==> src/cppc_pkg.sv <==
// constants shared by the cluster power control port ends
//------------------------------------------------------------------------------
// Operation
// - controller drives one interrupt clamp per core
// - controller asserts ram clamps during dormant mode
// - simd clamp 0 inactive, 1 active
// - core0 status bits 1:0 load at reset
// - core1 status bits 9:8 load at reset
// - core2 status bits 17:16 load at reset
// - core3 status bits 25:24 load at reset
// - request b0x means keep core powered
// - request b10 allows dormant mode
// - request b11 allows power off
// - requests exist only for present cores; here absent cores still drive b00 on their request pins
// - idle may halt level-2 cache clock
//------------------------------------------------------------------------------
package cppc_pkg;
  localparam int          CPPC_MAX_CORES    = 4;
  localparam int          CPPC_FIELD_W      = 2;
  localparam int          CPPC_FIELD_STRIDE = 8;
  localparam int          CPPC_STATUS_W     = 32;
  // power request encodings
  localparam logic [1:0]  CPPC_REQ_ON       = 2'h0;
  localparam logic [1:0]  CPPC_REQ_DORMANT  = 2'h2;
  localparam logic [1:0]  CPPC_REQ_OFF      = 2'h3;
  localparam int          CPPC_REQ_OFF_BIT  = 1;
  // own registers of the external controller, apb byte offsets
  localparam logic [11:0] CPPC_CTRL_OFF     = 12'h000;
  localparam logic [11:0] CPPC_STAT_OFF     = 12'h004;
  localparam logic [11:0] CPPC_INIT_OFF     = 12'h008;
  localparam logic [31:0] CPPC_ZERO_WORD    = 32'h0000_0000;
  // ctrl field positions
  localparam int          CPPC_CTRL_IFC_LSB = 0;
  localparam int          CPPC_CTRL_RAM_LSB = 4;
  localparam int          CPPC_CTRL_SIMD_LSB = 8;
  localparam int          CPPC_CTRL_COH_BIT = 12;
  // stat field positions
  localparam int          CPPC_STAT_IDLE_BIT = 16;
endpackage : cppc_pkg

==> src/cppc_if.sv <==
// pin bundle between the cluster and its external power controller
interface cppc_if;
  import cppc_pkg::*;
  logic [CPPC_MAX_CORES-1:0] interrupt_iface_clamp;
  logic [CPPC_MAX_CORES-1:0] core_ram_clamp;
  logic                      coherency_ram_clamp;
  logic [CPPC_MAX_CORES-1:0] simd_logic_clamp;
  logic [1:0]                power_status_init_core0;
  logic [1:0]                power_status_init_core1;
  logic [1:0]                power_status_init_core2;
  logic [1:0]                power_status_init_core3;
  logic [1:0]                power_request_core0;
  logic [1:0]                power_request_core1;
  logic [1:0]                power_request_core2;
  logic [1:0]                power_request_core3;
  logic                      coherency_unit_idle;

  modport cluster (
    input  interrupt_iface_clamp, core_ram_clamp, coherency_ram_clamp, simd_logic_clamp,
    input  power_status_init_core0, power_status_init_core1,
    input  power_status_init_core2, power_status_init_core3,
    output power_request_core0, power_request_core1, power_request_core2, power_request_core3,
    output coherency_unit_idle
  );
  modport controller (
    output interrupt_iface_clamp, core_ram_clamp, coherency_ram_clamp, simd_logic_clamp,
    output power_status_init_core0, power_status_init_core1,
    output power_status_init_core2, power_status_init_core3,
    input  power_request_core0, power_request_core1, power_request_core2, power_request_core3,
    input  coherency_unit_idle
  );
endinterface : cppc_if

==> src/cppc_sync.sv <==
// two flip-flop synchroniser for a vector of levels
module cppc_sync #(
  parameter int W = 1
) (
  input  wire logic         mclk_in,
  input  wire logic         nrst_in,
  input  wire logic [W-1:0] d_in,
  output logic      [W-1:0] q_out
);
  logic [W-1:0] meta_reg;
  logic [W-1:0] meta_next;
  logic [W-1:0] q_next;

  // first stage is only read by the second stage
  always_comb begin
    meta_next = d_in;
    q_next    = meta_reg;
  end

  always_ff @(posedge mclk_in or negedge nrst_in) begin
    if (!nrst_in) begin
      meta_reg <= '0;
      q_out    <= '0;
    end else begin
      meta_reg <= meta_next;
      q_out    <= q_next;
    end
  end
endmodule : cppc_sync

==> src/cppc_cluster_end.sv <==
// cluster end: power status register, request outputs and idle output
module cppc_cluster_end
  import cppc_pkg::*;
#(
  parameter int NUM_CORES   = CPPC_MAX_CORES,
  parameter bit SIMD_PRESENT = 1'b1
) (
  input  wire logic                      mclk_in,
  input  wire logic                      nrst_in,
  cppc_if.cluster                        pins,
  // user side
  input  wire logic                      status_wr_in,
  input  wire logic [CPPC_STATUS_W-1:0]  status_wdata_in,
  input  wire logic                      coh_busy_in,
  input  wire logic [CPPC_MAX_CORES-1:0] core_resting_in,
  output logic      [CPPC_STATUS_W-1:0]  status_out,
  output logic      [CPPC_MAX_CORES-1:0] iface_clamped_out,
  output logic      [CPPC_MAX_CORES-1:0] ram_clamped_out,
  output logic                           coh_ram_clamped_out,
  output logic      [CPPC_MAX_CORES-1:0] simd_clamped_out
);
  //----------------------------------------------------------------------------
  // pin synchronisers
  //----------------------------------------------------------------------------
  // every clamp level shares one synchroniser; the slice positions below
  // must follow the order of the concatenation at d_in
  localparam int CW       = 3 * CPPC_MAX_CORES + 1;
  localparam int IW       = CPPC_MAX_CORES * CPPC_FIELD_W;
  localparam int IFC_LSB  = 0;
  localparam int RAM_LSB  = CPPC_MAX_CORES;
  localparam int SIMD_LSB = 2 * CPPC_MAX_CORES;
  localparam int COH_BIT  = CW - 1;

  logic [CW-1:0] clamp_sync;
  logic [IW-1:0] init_sync;

  cppc_sync #(.W(CW)) u_clamp_sync (
    .mclk_in (mclk_in),
    .nrst_in (nrst_in),
    .d_in    ({pins.coherency_ram_clamp, pins.simd_logic_clamp, pins.core_ram_clamp,
                pins.interrupt_iface_clamp}),
    .q_out   (clamp_sync)
  );
  // init straps are levels held by the controller, so a plain two-stage path
  // is enough; a strap that moves inside the load window may land half old
  cppc_sync #(.W(IW)) u_init_sync (
    .mclk_in (mclk_in),
    .nrst_in (nrst_in),
    .d_in    ({pins.power_status_init_core3, pins.power_status_init_core2,
                pins.power_status_init_core1, pins.power_status_init_core0}),
    .q_out   (init_sync)
  );

  //----------------------------------------------------------------------------
  // init load sequencer
  //----------------------------------------------------------------------------
  // async reset takes constants only, so the straps load on the edges after
  // release; they need two of them to cross the synchroniser, hence three loads
  typedef enum logic [3:0] {
    CPPC_LD_FIRST  = 4'b0001,
    CPPC_LD_SECOND = 4'b0010,
    CPPC_LD_LAST   = 4'b0100,
    CPPC_LD_RUN    = 4'b1000
  } cppc_load_e;

  cppc_load_e load_reg;
  cppc_load_e load_next;
  logic       loading;

  // fields of present cores follow the straps in every state but CPPC_LD_RUN
  always_comb begin
    load_next = load_reg;
    loading   = 1'b1;
    case (load_reg)
      CPPC_LD_FIRST: begin
        load_next = CPPC_LD_SECOND;
      end
      CPPC_LD_SECOND: begin
        load_next = CPPC_LD_LAST;
      end
      CPPC_LD_LAST: begin
        load_next = CPPC_LD_RUN;
      end
      CPPC_LD_RUN: begin
        loading = 1'b0;
      end
      default: begin
        // a broken code restarts the load rather than run on stale fields
        load_next = CPPC_LD_FIRST;
      end
    endcase
  end

  always_ff @(posedge mclk_in or negedge nrst_in) begin
    if (!nrst_in) begin
      load_reg <= CPPC_LD_FIRST;
    end else begin
      load_reg <= load_next;
    end
  end

  //----------------------------------------------------------------------------
  // per-core power status field and request output
  //----------------------------------------------------------------------------
  // one field and one request register per core; the request lags the field
  // by one edge so that every pin comes straight from a flip-flop
  logic [CPPC_FIELD_W-1:0]   field_reg [CPPC_MAX_CORES];
  logic [CPPC_FIELD_W-1:0]   req_reg   [CPPC_MAX_CORES];
  logic [CPPC_MAX_CORES-1:0] present;
  logic [CPPC_MAX_CORES-1:0] resting;

  generate
    for (genvar g = 0; g < CPPC_MAX_CORES; g++) begin : g_core
      localparam bit PRESENT = (g < NUM_CORES);
      logic [CPPC_FIELD_W-1:0] field_next;
      logic [CPPC_FIELD_W-1:0] req_next;

      // load from the straps first, then take software writes
      always_comb begin
        field_next = field_reg[g];
        if (!PRESENT) begin
          // absent cores keep a zero field: a powered-on request on a dead pin
          field_next = CPPC_REQ_ON;
        end else if (loading) begin
          field_next = init_sync[g*CPPC_FIELD_W +: CPPC_FIELD_W];
        end else if (status_wr_in) begin
          // writes during the load would be lost under the straps anyway
          field_next = status_wdata_in[g*CPPC_FIELD_STRIDE +: CPPC_FIELD_W];
        end
        req_next = field_reg[g];
      end

      always_ff @(posedge mclk_in or negedge nrst_in) begin
        if (!nrst_in) begin
          field_reg[g] <= CPPC_REQ_ON;
          req_reg[g]   <= CPPC_REQ_ON;
        end else begin
          field_reg[g] <= field_next;
          req_reg[g]   <= req_next;
        end
      end

      assign present[g] = PRESENT;
      // a dormant or off request counts as resting even without standby
      assign resting[g] = !PRESENT || core_resting_in[g]
                          || field_reg[g][CPPC_REQ_OFF_BIT];
    end
  endgenerate

  // status word view: fields at their strides, all other bits read zero
  logic [CPPC_STATUS_W-1:0] status_word;

  always_comb begin
    status_word = CPPC_ZERO_WORD;
    for (int i = 0; i < CPPC_MAX_CORES; i++) begin
      status_word[i*CPPC_FIELD_STRIDE +: CPPC_FIELD_W] = field_reg[i];
    end
  end

  //----------------------------------------------------------------------------
  // idle output and user-side views
  //----------------------------------------------------------------------------
  logic                      idle_reg;
  logic                      idle_next;
  logic [CPPC_MAX_CORES-1:0] iface_next;
  logic [CPPC_MAX_CORES-1:0] ram_next;
  logic                      coh_next;
  logic [CPPC_MAX_CORES-1:0] simd_next;

  // idle stays low through the load so that the l2 clock is never stopped
  // on request fields that are still settling
  always_comb begin
    idle_next  = !coh_busy_in && (&resting) && !loading;
    iface_next = clamp_sync[IFC_LSB +: CPPC_MAX_CORES] & present;
    ram_next   = clamp_sync[RAM_LSB +: CPPC_MAX_CORES] & present;
    coh_next   = clamp_sync[COH_BIT];
    if (SIMD_PRESENT) begin
      simd_next = clamp_sync[SIMD_LSB +: CPPC_MAX_CORES] & present;
    end else begin
      // without the media extension there is no simd logic to clamp
      simd_next = '0;
    end
  end

  always_ff @(posedge mclk_in or negedge nrst_in) begin
    if (!nrst_in) begin
      idle_reg            <= 1'b0;
      status_out          <= CPPC_ZERO_WORD;
      iface_clamped_out   <= '0;
      ram_clamped_out     <= '0;
      coh_ram_clamped_out <= 1'b0;
      simd_clamped_out    <= '0;
    end else begin
      idle_reg            <= idle_next;
      status_out          <= status_word;
      iface_clamped_out   <= iface_next;
      ram_clamped_out     <= ram_next;
      coh_ram_clamped_out <= coh_next;
      simd_clamped_out    <= simd_next;
    end
  end

  // pins toward the controller, each straight from its register
  assign pins.power_request_core0 = req_reg[0];
  assign pins.power_request_core1 = req_reg[1];
  assign pins.power_request_core2 = req_reg[2];
  assign pins.power_request_core3 = req_reg[3];
  assign pins.coherency_unit_idle = idle_reg;
endmodule : cppc_cluster_end

==> src/flat_wrapper.sv <==
// flat-port wrapper written by rule: the top's interface ports become plain ports
module cppc_cluster_end_flat import cppc_pkg::*;
#(
  parameter int NUM_CORES   = CPPC_MAX_CORES,
  parameter bit SIMD_PRESENT = 1'b1
)
  (mclk_in, nrst_in, status_wr_in, status_wdata_in, coh_busy_in, core_resting_in, status_out, iface_clamped_out, ram_clamped_out, coh_ram_clamped_out, simd_clamped_out, pins_interrupt_iface_clamp, pins_core_ram_clamp, pins_coherency_ram_clamp, pins_simd_logic_clamp, pins_power_status_init_core0, pins_power_status_init_core1, pins_power_status_init_core2, pins_power_status_init_core3, pins_power_request_core0, pins_power_request_core1, pins_power_request_core2, pins_power_request_core3, pins_coherency_unit_idle);
  cppc_if pins_i ();
  input  wire logic mclk_in;
  input  wire logic nrst_in;
  input  wire logic status_wr_in;
  input  wire logic [CPPC_STATUS_W-1:0] status_wdata_in;
  input  wire logic coh_busy_in;
  input  wire logic [CPPC_MAX_CORES-1:0] core_resting_in;
  output logic      [CPPC_STATUS_W-1:0] status_out;
  output logic      [CPPC_MAX_CORES-1:0] iface_clamped_out;
  output logic      [CPPC_MAX_CORES-1:0] ram_clamped_out;
  output logic coh_ram_clamped_out;
  output logic      [CPPC_MAX_CORES-1:0] simd_clamped_out;
  input wire logic [$bits(pins_i.interrupt_iface_clamp)-1:0] pins_interrupt_iface_clamp;
  input wire logic [$bits(pins_i.core_ram_clamp)-1:0] pins_core_ram_clamp;
  input wire logic [$bits(pins_i.coherency_ram_clamp)-1:0] pins_coherency_ram_clamp;
  input wire logic [$bits(pins_i.simd_logic_clamp)-1:0] pins_simd_logic_clamp;
  input wire logic [$bits(pins_i.power_status_init_core0)-1:0] pins_power_status_init_core0;
  input wire logic [$bits(pins_i.power_status_init_core1)-1:0] pins_power_status_init_core1;
  input wire logic [$bits(pins_i.power_status_init_core2)-1:0] pins_power_status_init_core2;
  input wire logic [$bits(pins_i.power_status_init_core3)-1:0] pins_power_status_init_core3;
  output wire logic [$bits(pins_i.power_request_core0)-1:0] pins_power_request_core0;
  output wire logic [$bits(pins_i.power_request_core1)-1:0] pins_power_request_core1;
  output wire logic [$bits(pins_i.power_request_core2)-1:0] pins_power_request_core2;
  output wire logic [$bits(pins_i.power_request_core3)-1:0] pins_power_request_core3;
  output wire logic [$bits(pins_i.coherency_unit_idle)-1:0] pins_coherency_unit_idle;
  assign pins_i.interrupt_iface_clamp = pins_interrupt_iface_clamp;
  assign pins_i.core_ram_clamp = pins_core_ram_clamp;
  assign pins_i.coherency_ram_clamp = pins_coherency_ram_clamp;
  assign pins_i.simd_logic_clamp = pins_simd_logic_clamp;
  assign pins_i.power_status_init_core0 = pins_power_status_init_core0;
  assign pins_i.power_status_init_core1 = pins_power_status_init_core1;
  assign pins_i.power_status_init_core2 = pins_power_status_init_core2;
  assign pins_i.power_status_init_core3 = pins_power_status_init_core3;
  assign pins_power_request_core0 = pins_i.power_request_core0;
  assign pins_power_request_core1 = pins_i.power_request_core1;
  assign pins_power_request_core2 = pins_i.power_request_core2;
  assign pins_power_request_core3 = pins_i.power_request_core3;
  assign pins_coherency_unit_idle = pins_i.coherency_unit_idle;
  cppc_cluster_end #(.NUM_CORES(NUM_CORES), .SIMD_PRESENT(SIMD_PRESENT)) u_core (.mclk_in(mclk_in), .nrst_in(nrst_in), .pins(pins_i), .status_wr_in(status_wr_in), .status_wdata_in(status_wdata_in), .coh_busy_in(coh_busy_in), .core_resting_in(core_resting_in), .status_out(status_out), .iface_clamped_out(iface_clamped_out), .ram_clamped_out(ram_clamped_out), .coh_ram_clamped_out(coh_ram_clamped_out), .simd_clamped_out(simd_clamped_out));
endmodule
==> config.mk <==
export PLATFORM = sky130hd
export DESIGN_NAME = cppc_cluster_end_flat
export DESIGN_NICKNAME = d
export VERILOG_FILES = /design/src/cppc_pkg.sv /design/src/cppc_if.sv /design/src/cppc_sync.sv /design/src/cppc_cluster_end.sv /design/src/flat_wrapper.sv
export SDC_FILE = /design/constraint.sdc
export NUM_CORES = 1
export LEC_CHECK = 0
export ABC_AREA = 1
export BUFFER_PORTS_ARGS = -buffer_cell sky130_fd_sc_hd__buf_2
export CAP_MARGIN = 10
export CORE_AREA = 2 2 95 97
export DETAILED_ROUTE_END_ITERATION = 8
export DIE_AREA = 0 0 97 99
export HOLD_SLACK_MARGIN = 0.02
export SLEW_MARGIN = 25
export SYNTH_ARGS = -nofsm -noshare
export SYNTH_HDL_FRONTEND = slang
export SYNTH_HIERARCHICAL = 1
export SYNTH_SLANG_ARGS = --single-unit
export TNS_END_PERCENT = 100
==> constraint.sdc <==
create_clock -name mclk_in -period 1 [get_ports mclk_in]
set_input_delay 0.1 -clock mclk_in [delete_from_list [all_inputs] [get_ports mclk_in]]
set_output_delay 0.1 -clock mclk_in [all_outputs]
set_load 0.02 [all_outputs]
# [Word level (Yosys, flattened, before mapping)]
# Index checks and enable logic that the tools add are counted.
[word_totals] reg_bits=84 latch_bits=0 ram_bits=0 romBits=0 input_bits=61 output_inout_bits=54 wordCells=41 n_memories=0
[op_classes] addsub=0 n_mul=0 n_div=0 order_cmp=0 n_eq_ne=5 shifts=0 muxes=9 n_bitwise=0 reduce_logical=8
[op_table] op="2-bit 2-to-1 mux" n=8
[op_table] op="4-bit one-hot mux with 4 select lines" n=1
[op_table] op="4-bit by 1-bit == test with 1-bit output (second input constant)" n=1
[op_table] op="4-bit by 2-bit == test with 1-bit output (second input constant)" n=1
[op_table] op="4-bit by 3-bit == test with 1-bit output (second input constant)" n=1
[op_table] op="4-bit == test (second input constant)" n=1
[op_table] op="1-bit logical OR" n=4
[op_table] op="4-bit AND reduction" n=1
[op_table] op="1-bit logical AND" n=2
[op_table] op="2-bit inequality test (second input constant)" n=1
[op_table] op="1-bit logical NOT" n=1

# [Longest topological paths before layout]
# Gate-level depths: netlist (run 1).
[logic_depth] depth_word=4 mapped_depth=6 ltp_nobuf=6

# [By module]
# Netlist (run 1), hierarchy kept.
[modules_own_cells] mod="cppc_cluster_end" n_inst=1 cells_per_inst=152 area_per_inst_um2=1481.4 seq_area_each_um2=852.1
[modules_own_cells] mod="cppc_sync at u_core.u_clamp_sync" n_inst=1 cells_per_inst=26 area_per_inst_um2=650.6 seq_area_each_um2=650.6
[modules_own_cells] mod="cppc_sync at u_core.u_init_sync" n_inst=1 cells_per_inst=16 area_per_inst_um2=400.4 seq_area_each_um2=400.4

# [Least setup slack after synthesis (run 1)]
# Ideal clock, no wire load.
[synth_timing] path_kind="register to register" from="reg u_core.load_reg[0]" to="reg u_core.field_reg, in the netlist u_core/g_core[0].req_next[1]" setup_ns=0.117 arrival_time_ns=0.850 required_ns=0.883 slack_ns=0.033 path_stages_with_launch=6 n_path_buf=0 period_less_slack_ns=0.967 path_cell_list="dfstp_2 > inv_1 > nand2_1 > nor2_4 > nand3_1 > nand2_1"
[synth_via] elab_chain_cells=2 word_cells_on_any_way=3 cone_classes="eq/ne: 2; mux: 1"
[synth_lines] element="start, declared" line_no="cppc_cluster_end.sv:66" text="cppc_load_e load_reg;"
[synth_lines] element="start signal, assigned" line_no="cppc_cluster_end.sv:98" text="load_reg <= load_next;"
[synth_lines] element="4-bit == test *" line_no="cppc_cluster_end.sv:74" text="case (load_reg)"
[synth_lines] element="2-bit inequality test (no source line) / 2-bit 2-to-1 mux (equally long branches)"
[synth_lines] element="end signal, assigned by index" line_no="cppc_cluster_end.sv:138" text="field_reg[g] <= field_next;"
[synth_lines] element="end, declared" line_no="cppc_cluster_end.sv:107" text="logic [CPPC_FIELD_W-1:0] field_reg [CPPC_MAX_CORES];"
# Mark *: on every way between the ends. The rest lies on a longest branch, timed or not.
# A chain may end at the register's enable or synchronous reset.

# [Worst setup path after layout (run 1)]
[layout_timing] from="reg u_core.load_reg[0]" to="reg u_core.field_reg, in the netlist u_core/g_core[1].req_next[0]"
# The elaborated chain is that of the path after synthesis.

==> results of run 1 <==
-- stage by stage --
| step | setup slack (ns) | instances | setup TNS [ns] | cell area (sq um) |
|---|---|---|---|---|
| after floorplan | 0.0332 | 217 | 0 | 2620 |
| after global placement | -0.0320 | 361 | -0.168 | 2880 |
| after detailed placement | -0.0606 | 361 | -0.391 | 2880 |
| after CTS | -0.0504 | 402 | -0.419 | 3370 |
| after global routing | -0.123 | 405 | -1.48 | 3510 |
| final | -0.0749 | 405 | -0.536 | 3510 |
-- layout make-up --
| cell class | count | area share, % |
|---|---|---|
| Sequential cell | 76 | 54.3 |
| Clock inverter | 3 | 1.21 |
| Inverter | 15 | 1.60 |
| Multi-Input combinational cell | 97 | 12.9 |
| Tap cell | 108 | 3.85 |
| Clock buffer | 13 | 5.10 |
| Timing Repair Buffer | 93 | 21.0 |
-- critical path, delay by kind of cell (launching register included) --
kind | cells | cell delay (ns)
simple gates | 5 | 0.36
flops | 1 | 0.60
-- worst max-delay path by stage --
| stage | to | slack [ns] | cells past startpoint |
|---|---|---|---|
| floorplan | u_core/g_core[0].req_next[1]$_DFFE_PN0P_ | 0.03 | 5 |
| global placement | u_core/g_core[3].req_next[0]$_DFFE_PN0P_ | -0.03 | 4 |
| detailed placement | u_core/g_core[3].req_next[0]$_DFFE_PN0P_ | -0.06 | 4 |
| CTS | u_core/g_core[3].req_next[0]$_DFFE_PN0P_ | -0.05 | 5 |
| global route | u_core/g_core[0].req_next[1]$_DFFE_PN0P_ | -0.12 | 4 |
| finish | u_core/g_core[1].req_next[0]$_DFFE_PN0P_ | -0.07 | 5 |
-- cell families (layout without fill, tap and decap cells) --
logic type	after synthesis	in the layout	synth area share, %
and+or+nand+nor	69	73	12.8
DFF	76	76	75.1
other	1	24	0.148
buffers and inverters	48	124	11.9
-- report_power, final --
| part | switching [mW] | internal (mW) | total [mW] |
|---|---|---|---|
| logic | 0.357 | 0.296 | 0.653 |
| registers | 0.0763 | 3.25 | 3.32 |
| clock network | 1.00 | 1.42 | 2.42 |
-- routing by layer --
metal,vias up,share of wire (%)
met5,-,0
met4,0,3.0
met3,12,6.6
met2,55,51
met1,709,39
li1,738,-
-- timing repair --
action | CTS | global route
gates cloned | 2 | 2
resized for setup | 12 | 38
hold buffers | 23 | 0
pin swaps | 4 | 4
setup endpoints to repair | 14 | 32
buffers inserted | 0 | 1
endpoints found under the hold margin | 98 | 0
-- cell usage after synthesis (all sizes together) --
cell,count
dfrtp,75
buf,33
dfstp,1
inv,15
or2,3
nand2,38
nand3,20
nor2,8
conb,1
==> results.txt, run 1 <==
R2R setup slack - -0.07 ns
WP data arrival - 1.30 ns
Row cnt - 34
Root Buffer - clkbuf_8
Starting Density - 29.6%
Average wire per standard cell - 10.8 microns
GR Overflow Total - 0
Cell-by-cell listing of the critical path - nor2_4, nand2_2, nand2_1, nand2_1, nand2_1
Final count of negative-setup-slack endpoints - 10
Antenna violations before repair - 0
First-pass GRT wire length - 6.98 mm
Clock transition at the registers of the reported paths - 0.07 ns
Mean Syn Cell Area - 13.1 sq um
Critical Path RT - 1.23 ns
Fin crit share - 107%
Lkg Pwr - 1.80 nW
GRT met1 Usage - 10.7%
Worst setup margin - -0.0749 ns
Ant. Diodes - 0
Post-synthesis sequential area ratio - 75.1%
CP peak stage delay - 0.60 ns
Worst-skew pair later-pin latency - 0.34 ns
Clk sinks - 76
Worst-path fanout max - 6
Largest net degree at the start of global routing - 41
Fillcell total - 815
CP Capture Type - register
DR DRC count - 0
GR Util All Layers - 9.52%
Placer Congestion - 0.827
Hold path depth - 5
Syn Std Cell Area - 0.00253 sq mm
Fin util - 41.0%
Crit-path most repeated cell - nand2_1
Met2 GRT Util - 14.9%
Post-synthesis register bit count - 76
Antenna-violating nets left - 0
Reg-to-reg endpoint - u_core/g_core[1].req_next[0]$_DFFE_PN0P_
Final-stage net count - 353
Max Fclk - 930 MHz
Buffers on Ports - 66
Synth area leader - dfrtp_1
Full die area - 0.00960 sq mm
Failing checks - negative setup slack
HP Class - input port to register
Final Hold Violating Endpoints - 0
Final wirelength - 4.38 mm
Final Max Slew Viols - 0
Layout cells sized above 1 - 36.4%
Max-cap violations - 0
Synth-to-layout area growth - 38.6%
Skew final - 0.00486 ns
DIE HEIGHT - 99 microns
Vias in the first global route - 1,488
GR peak layer - met2
Crit Reg-Reg Startpoint - u_core/load_reg[0]$_DFFE_PN1N_
Cells after Synth - 194
Met3 global-route usage - 3.69%
Storage element area - 0.00191 sq mm
Peak supply drop - 0.799 mV
Clock period minus worst slack - 1.07 ns
RSZ-0062 raised after global routing - true
First DRT Iteration DRCs - 49
Synth area leaders - dfrtp_1 (74%), buf_4 (9.5%), nand2_1 (5.3%)
H-tree levels - 3
DP HPWL - 2.97 mm
Hold path start - status_wdata_in[0]
Vias/cell - 3.74
Die width - 97 microns
WHS - 0.0862 ns
Clock Path Buffers - 2
PD cells - 1820 mW/mm^2
Power, Total - 6.40 mW
Status - finished with violations
Crit path launch type - register
Synth top area share - 74.1%
Hold Path End - u_core/g_core[0].req_next[0]$_DFFE_PN0P_
Vias - 1,514
Ports - 115
Worst-case reg-to-reg path depth - 5
CTS buffer count - 9
Number of distinct library cells after synthesis - 14
Detailed-router iteration count before antenna repair - 4
Most frequent cells in the layout - dfrtp_1 (73), buf_2 (44), nand2_1 (34), conb_1 (24), dlygate4sd3_1 (23)
CTS tree - yes
Critical path launch point - u_core/load_reg[0]$_DFFE_PN1N_
Syn. warnings - 6
Placeable Area - 0.00855 sq mm
Multi-input gate area - 454 sq um
Critical-path top delay cell - dfstp_2
Commonest non-fill, non-tap cell in the layout - dfrtp_1
Kind of critical path - register to register
Power figures use the tool's default switching activity.
==> run 2: changes to the inputs <==
--- a/config.mk
+++ b/config.mk
@@ -12,6 +12,7 @@
 export DETAILED_ROUTE_END_ITERATION = 8
 export DIE_AREA = 0 0 97 99
 export HOLD_SLACK_MARGIN = 0.02
+export RECOVER_POWER = 50
 export SLEW_MARGIN = 25
 export SYNTH_ARGS = -nofsm -noshare
 export SYNTH_HDL_FRONTEND = slang
==> run 2 against run 1 <==
The flow still finishes with violations (negative setup slack). Die area did not move. Global-route usage did not move. First-iteration DRC count rose by 2.0%. Register-to-register slack barely moved. Final cell count did not move. Flip-flop and latch count did not move. Clock skew did not move. Combinational power barely moved. Via count did not move. Non-clock buffer count did not move. Clock power barely moved. Largest power group unchanged.
==> results.txt, run 2 (synthesis results as in run 1) <==
CP top delay family - flip-flops
Row cnt - 34 (unchanged)
Sw Ratio - 22.5% (about the same)
Sequential power share - 51.9% (about the same)
DP HPWL - 2.97 mm (unchanged)
Cell-by-cell listing of the critical path - nor2_4, nand2_2, nand2_1, nand2_1, nand2_1
GR Overflow Total - 0 (unchanged)
Layout cells sized above 1 - 36.4% (unchanged)
Lkg Pwr - 1.80 nW (about the same)
Pre-CTS setup slack - -0.0606 ns (unchanged)
Final Max Slew Viols - 0 (unchanged)
Kind of critical path - register to register
Synth-to-layout area growth - 38.5% (about the same)
Vias in the first global route - 1,488 (unchanged)
Multi-input gate area - 454 sq um (unchanged)
First DRT Iteration DRCs - 50 (+2.0%)
Fillcell total - 816 (+0.12%)
R2R setup slack - -0.07 ns (about the same)
Cell area after layout - 0.00351 sq mm (about the same)
CTS tree - yes
Crit path launch type - register
Final-stage net count - 353 (unchanged)
Combinational share of power - 10.2% (about the same)
Starting Density - 29.6% (unchanged)
Vias - 1,514 (unchanged)
Root Buffer - clkbuf_8
Commonest non-fill, non-tap cell in the layout - dfrtp_1
GR Util All Layers - 9.52% (unchanged)
Worst setup margin - -0.0749 ns (unchanged)
Antenna-violating nets left - 0 (unchanged)
DR DRC count - 0 (unchanged)
Max-cap violations - 0 (unchanged)
WP buf/inv - 0 (unchanged)
Most frequent cells in the layout - dfrtp_1 (73), buf_2 (44), nand2_1 (34), conb_1 (24), dlygate4sd3_1 (23)
DIE HEIGHT - 99 microns (unchanged)
Clock share of power - 37.9% (about the same)
Vias/cell - 3.74 (unchanged)
Reg-to-reg endpoint - u_core/g_core[1].req_next[0]$_DFFE_PN0P_
Crit path to - u_core/g_core[1].req_next[0]$_DFFE_PN0P_
Failing checks - negative setup slack
Placer Congestion - 0.827 (unchanged)
Buffers on Ports - 66 (unchanged)
First-pass GRT wire length - 6.98 mm (unchanged)
Crit Reg-Reg Startpoint - u_core/load_reg[0]$_DFFE_PN1N_
Detailed-router iteration count before antenna repair - 4 (unchanged)
Clock transition at the registers of the reported paths - 0.07 ns (about the same)
Die width - 97 microns (unchanged)
Crit-path most repeated cell - nand2_1
Clock period minus worst slack - 1.07 ns (unchanged)
Antenna violations before repair - 0 (unchanged)
Placeable Area - 0.00855 sq mm (unchanged)
Largest net degree at the start of global routing - 41 (unchanged)
Worst-case reg-to-reg path depth - 5 (unchanged)
Worst-skew pair later-pin latency - 0.34 ns (about the same)
CTS buffer count - 9 (unchanged)
Placed cell areas - 0.00288 sq mm (unchanged)
Clock Path Buffers - 2 (unchanged)
Internal power - 4.96 mW (about the same)
Peak supply drop - 0.799 mV (unchanged)
Switch Pwr - 1.44 mW (about the same)
Critical Path RT - 1.23 ns (about the same)
Power, Total - 6.40 mW (about the same)
Final Hold Violating Endpoints - 0 (unchanged)
Status - finished with violations
CP Capture Type - register
Ports - 115 (unchanged)
Critical path launch point - u_core/load_reg[0]$_DFFE_PN1N_
Fin util - 41.0% (about the same)
Storage element area - 0.00191 sq mm (unchanged)
Skew final - 0.00486 ns (unchanged)
H-tree levels - 3 (unchanged)
Final wirelength - 4.38 mm (about the same)
Critical path depth - 5 (unchanged)
Full die area - 0.00960 sq mm (unchanged)
Fin crit share - 107% (unchanged)
WP data arrival - 1.30 ns (about the same)
Worst-path fanout max - 6 (unchanged)
Max Fclk - 930 MHz (unchanged)
Critical-path top delay cell - dfstp_2
RSZ-0062 raised after global routing - true
Average wire per standard cell - 10.8 microns (about the same)
Ant. Diodes - 0 (unchanged)
Clk sinks - 76 (unchanged)
PD cells - 1820 mW/mm^2 (about the same)
CP peak stage delay - 0.60 ns (about the same)
Final count of negative-setup-slack endpoints - 10 (unchanged)
HP Class - input port to register
==> run 2: cell types whose count changed in the layout (fill, tap and decap cells not counted) <==
cell / before / now
buf_4: 4 / 3
clkbuf_2: 0 / 1
==> run 2: power groups by stage <==
stage	Combinational (mW)	Clock, mW	Sequential [mW]
4_1_cts	0.596	2.53	3.31
2_1_floorplan	0.302	0	3.43
3_5_place_dp	0.513	0	3.37
6_report	0.651	2.42	3.32
5_1_grt	0.703	2.69	3.34
3_3_place_gp	0.509	0	3.36
==> run 2: area by class of cell <==
class | instances | share of cell area, %
clock buffers | 13 | 5.10
clock inverters | 3 | 1.21
inverters | 15 | 1.61
multi-input cells | 97 | 13.0
flip-flops and latches | 76 | 54.3
well taps | 108 | 3.85
repair buffers | 93 | 20.9
==> run 2: repair_timing <==
| action | 4_1_cts | 5_1_grt |
|---|---|---|
| setup buffers | 0 | 1 |
| pin swaps | 4 | 4 |
| gates resized for setup | 12 | 38 |
| setup endpoints to repair | 14 | 32 |
| hold endpoints to repair | 98 | 0 |
| hold buffers | 23 | 0 |
| gates cloned | 2 | 2 |
==> run 2: worst min path at each step <==
stage	slack, ns	from	cells past startpoint	to
final	0.09	status_wdata_in[0]	5	u_core/g_core[0].req_next[0]$_DFFE_PN0P_
after global routing	0.08	status_wdata_in[9]	5	u_core/g_core[1].req_next[1]$_DFFE_PN0P_
after CTS	0.06	status_wdata_in[0]	5	u_core/g_core[0].req_next[0]$_DFFE_PN0P_
after detailed placement	-0.01	nrst_in	1	u_core/u_init_sync/q_out[0]$_DFF_PN0_
after global placement	-0.02	nrst_in	1	u_core/u_init_sync/q_out[0]$_DFF_PN0_
after floorplan	-0.20	nrst_in	0	u_core/coh_ram_clamped_out$_DFF_PN0_
==> run 2: metrics by stage <==
stage | hold slack, ns | std cells | setup TNS (ns)
after floorplan | -0.196 | 217 | 0
after global placement | -0.0176 | 361 | -0.168
after detailed placement | -0.0138 | 361 | -0.391
after CTS | 0.0625 | 402 | -0.419
after global routing | 0.0802 | 405 | -1.48
final | 0.0862 | 405 | -0.536
==> run 2: metal layers <==
layer / vias to the layer above / GRT usage, % / share of wire [%]
met5: - / 0 / 0
met4: 0 / 6.93 / 3.0
met3: 12 / 3.69 / 6.6
met2: 55 / 14.9 / 51
met1: 709 / 10.7 / 39
li1: 738 / - / -
==> run 2: worst register-to-register path: cells and delay by family, from the launching register on <==
kind,cells,cell delay [ns]
DFF,1,0.60
and+or+nand+nor,5,0.36
==> run 3: changes to the inputs <==
--- a/config.mk
+++ b/config.mk
@@ -11,8 +11,9 @@
 export CORE_AREA = 2 2 95 97
 export DETAILED_ROUTE_END_ITERATION = 8
 export DIE_AREA = 0 0 97 99
+export GPL_TIMING_DRIVEN = 0
 export HOLD_SLACK_MARGIN = 0.02
-export RECOVER_POWER = 50
+export RECOVER_POWER = 100
 export SLEW_MARGIN = 25
 export SYNTH_ARGS = -nofsm -noshare
 export SYNTH_HDL_FRONTEND = slang
==> run 3 against run 2 <==
The flow still finishes with violations (negative setup slack). Sequential share of layout area fell by 3.1 points. Clock skew increased by 0.0041 ns. Power is 3.1% lower. Count of clock-buffer cells in the layout is 1 higher.
==> results.txt, run 3 (synthesis results as in run 1) <==
Status - finished with violations
Failing checks - negative setup slack
Buffers on Ports - 65 (-1.5%)
Antenna-violating nets left - 0 (unchanged)
Clk sinks - 76 (unchanged)
CTS tree - yes
Final wirelength - 4.39 mm (+0.23%)
Commonest non-fill, non-tap cell in the layout - dfrtp_1
RSZ-0062 raised after global routing - true
Die width - 97 microns (unchanged)
First DRT Iteration DRCs - 36 (-28%)
Fin crit share - 108% (+0.16 points)
Power, Total - 6.20 mW (-3.1%)
Final Hold Violating Endpoints - 0 (unchanged)
Clock period minus worst slack - 1.08 ns (+0.00160 ns)
Largest net degree at the start of global routing - 41 (unchanged)
Crit path launch type - register
Kind of critical path - register to register
Cell area after layout - 0.00372 sq mm (+6.1%)
WP data arrival - 1.30 ns (about the same)
Worst setup margin - -0.0765 ns (-0.00160 ns)
Worst slew pin tran - 0.503 ns
WHS - 0.0836 ns (-0.00268 ns)
Average wire per standard cell - 10.1 microns (-6.9%)
DR DRC count - 0 (unchanged)
Worst-path fanout max - 6 (unchanged)
Final Max Slew Viols - 0 (unchanged)
GR Overflow Total - 0 (unchanged)
Pre-CTS setup slack - -0.0731 ns (-0.0125 ns)
Row cnt - 34 (unchanged)
Inst Count DP - 391 (+8.3%)
Max Fclk - 929 MHz (-0.15%)
Detailed-router iteration count before antenna repair - 4 (unchanged)
Setup TNS - -0.878 ns (-0.342 ns)
Worst-skew pair later-pin latency - 0.33 ns (about the same)
Synth-to-layout area growth - 46.9%
Ant. Diodes - 0 (unchanged)
Clock Path Buffers - 2 (unchanged)
Rel. slew slack - 66.4%
Max-cap violations - 0 (unchanged)
CP Capture Type - register
Vias in the first global route - 1,605 (+7.9%)
Ports - 115 (unchanged)
Most frequent cells in the layout - dfrtp_1 (73), buf_2 (48), nand2_1 (30), buf_4 (27), conb_1 (24)
Final-stage net count - 384 (+8.8%)
Antenna violations before repair - 0 (unchanged)
Final count of negative-setup-slack endpoints - 16 (+6)
Fillcell total - 824 (+0.98%)
Skew final - 0.00892 ns (+0.00406 ns)
CTS buffer count - 9 (unchanged)
Non-filler cells, final - 436 (+7.7%)
PD cells - 1670 mW/mm^2 (-8.7%)
Peak supply drop - 0.750 mV (-6.2%)
Vias/cell - 3.63 (-3.0%)
Layout cells sized above 1 - 43.3% (+6.9 points)
GR Util All Layers - 9.75% (+0.23 points)
Placed cell areas - 0.00310 sq mm (+7.8%)
Full die area - 0.00960 sq mm (unchanged)
H-tree levels - 3 (unchanged)
Starting Density - 29.6% (unchanged)
Lkg Pwr - 1.95 nW (+8.5%)
DIE HEIGHT - 99 microns (unchanged)
Placer Congestion - 0.822 (-0.60%)
Clock transition at the registers of the reported paths - 0.07 ns (about the same)
DP HPWL - 3.00 mm (+0.81%)
Root Buffer - clkbuf_8
Critical Path RT - 1.22 ns (about the same)
HP Class - input port to register
Vias - 1,581 (+4.4%)
Fin util - 43.5% (+2.5 points)
First-pass GRT wire length - 7.33 mm (+5.0%)
Placeable Area - 0.00855 sq mm (unchanged)
run 3: metal layers:
| layer | part of all wire [%] | vias up | track usage, % |
|---|---|---|---|
| li1 | - | 801 | - |
| met1 | 41 | 719 | 11.3 |
| met2 | 49 | 51 | 15.1 |
| met3 | 7.0 | 10 | 4.54 |
| met4 | 2.7 | 0 | 5.42 |
| met5 | 0 | - | 0 |
run 3: worst max-delay path: stages (launching register included):
cell     delay, ns
dfrtp_2       0.46
nor2_4        0.25
nand3_1       0.11
nand2_1       0.10
nand2_1       0.05
run 3: where the power goes:
part	internal, mW	switching (mW)	total, mW
combinational	0.372	0.379	0.751
clock	1.16	0.973	2.13
sequential	3.25	0.0708	3.32
run 3: final timing paths:
| path | start | end | slack (ns) | cells past startpoint |
|---|---|---|---|---|
| max | u_core/load_reg[1]$_DFFE_PN0N_ | u_core/g_core[1].req_next[0]$_DFFE_PN0P_ | -0.08 | 4 |
| min | status_wdata_in[16] | u_core/g_core[2].req_next[0]$_DFFE_PN0P_ | 0.08 | 5 |
| max reg2reg | u_core/load_reg[1]$_DFFE_PN0N_ | u_core/g_core[1].req_next[0]$_DFFE_PN0P_ | -0.08 | 4 |
| min reg2reg | u_core/u_init_sync/meta_reg[6]$_DFF_PN0_ | u_core/u_init_sync/q_out[6]$_DFF_PN0_ | 0.35 | 0 |
| max in group asynchronous | nrst_in | u_core/load_reg[0]$_DFFE_PN1N_ | 0.07 | 3 |
| min in group asynchronous | nrst_in | u_core/u_clamp_sync/meta_reg[1]$_DFF_PN0_ | 0.30 | 2 |
run 3: repair_timing:
action,4_1_cts,5_1_grt
buffers inserted,1,2
hold endpoints to repair,58,0
endpoints found under the setup margin,20,29
hold buffers,23,0
pin swaps,7,6
gates cloned,4,0
gates resized for setup,36,19
run 3: final cells by class:
cell class                      instances  area, sq um  area share, %
Sequential cell                        76         1910           51.2
Timing Repair Buffer                   92          682           18.3
Multi-Input combinational cell         97          499           13.4
Buffer                                 32          264           7.10
Clock buffer                           14          143           3.83
Tap cell                              108          135           3.63
Inverter                               15         56.3           1.51
Clock inverter                          2         35.0          0.942
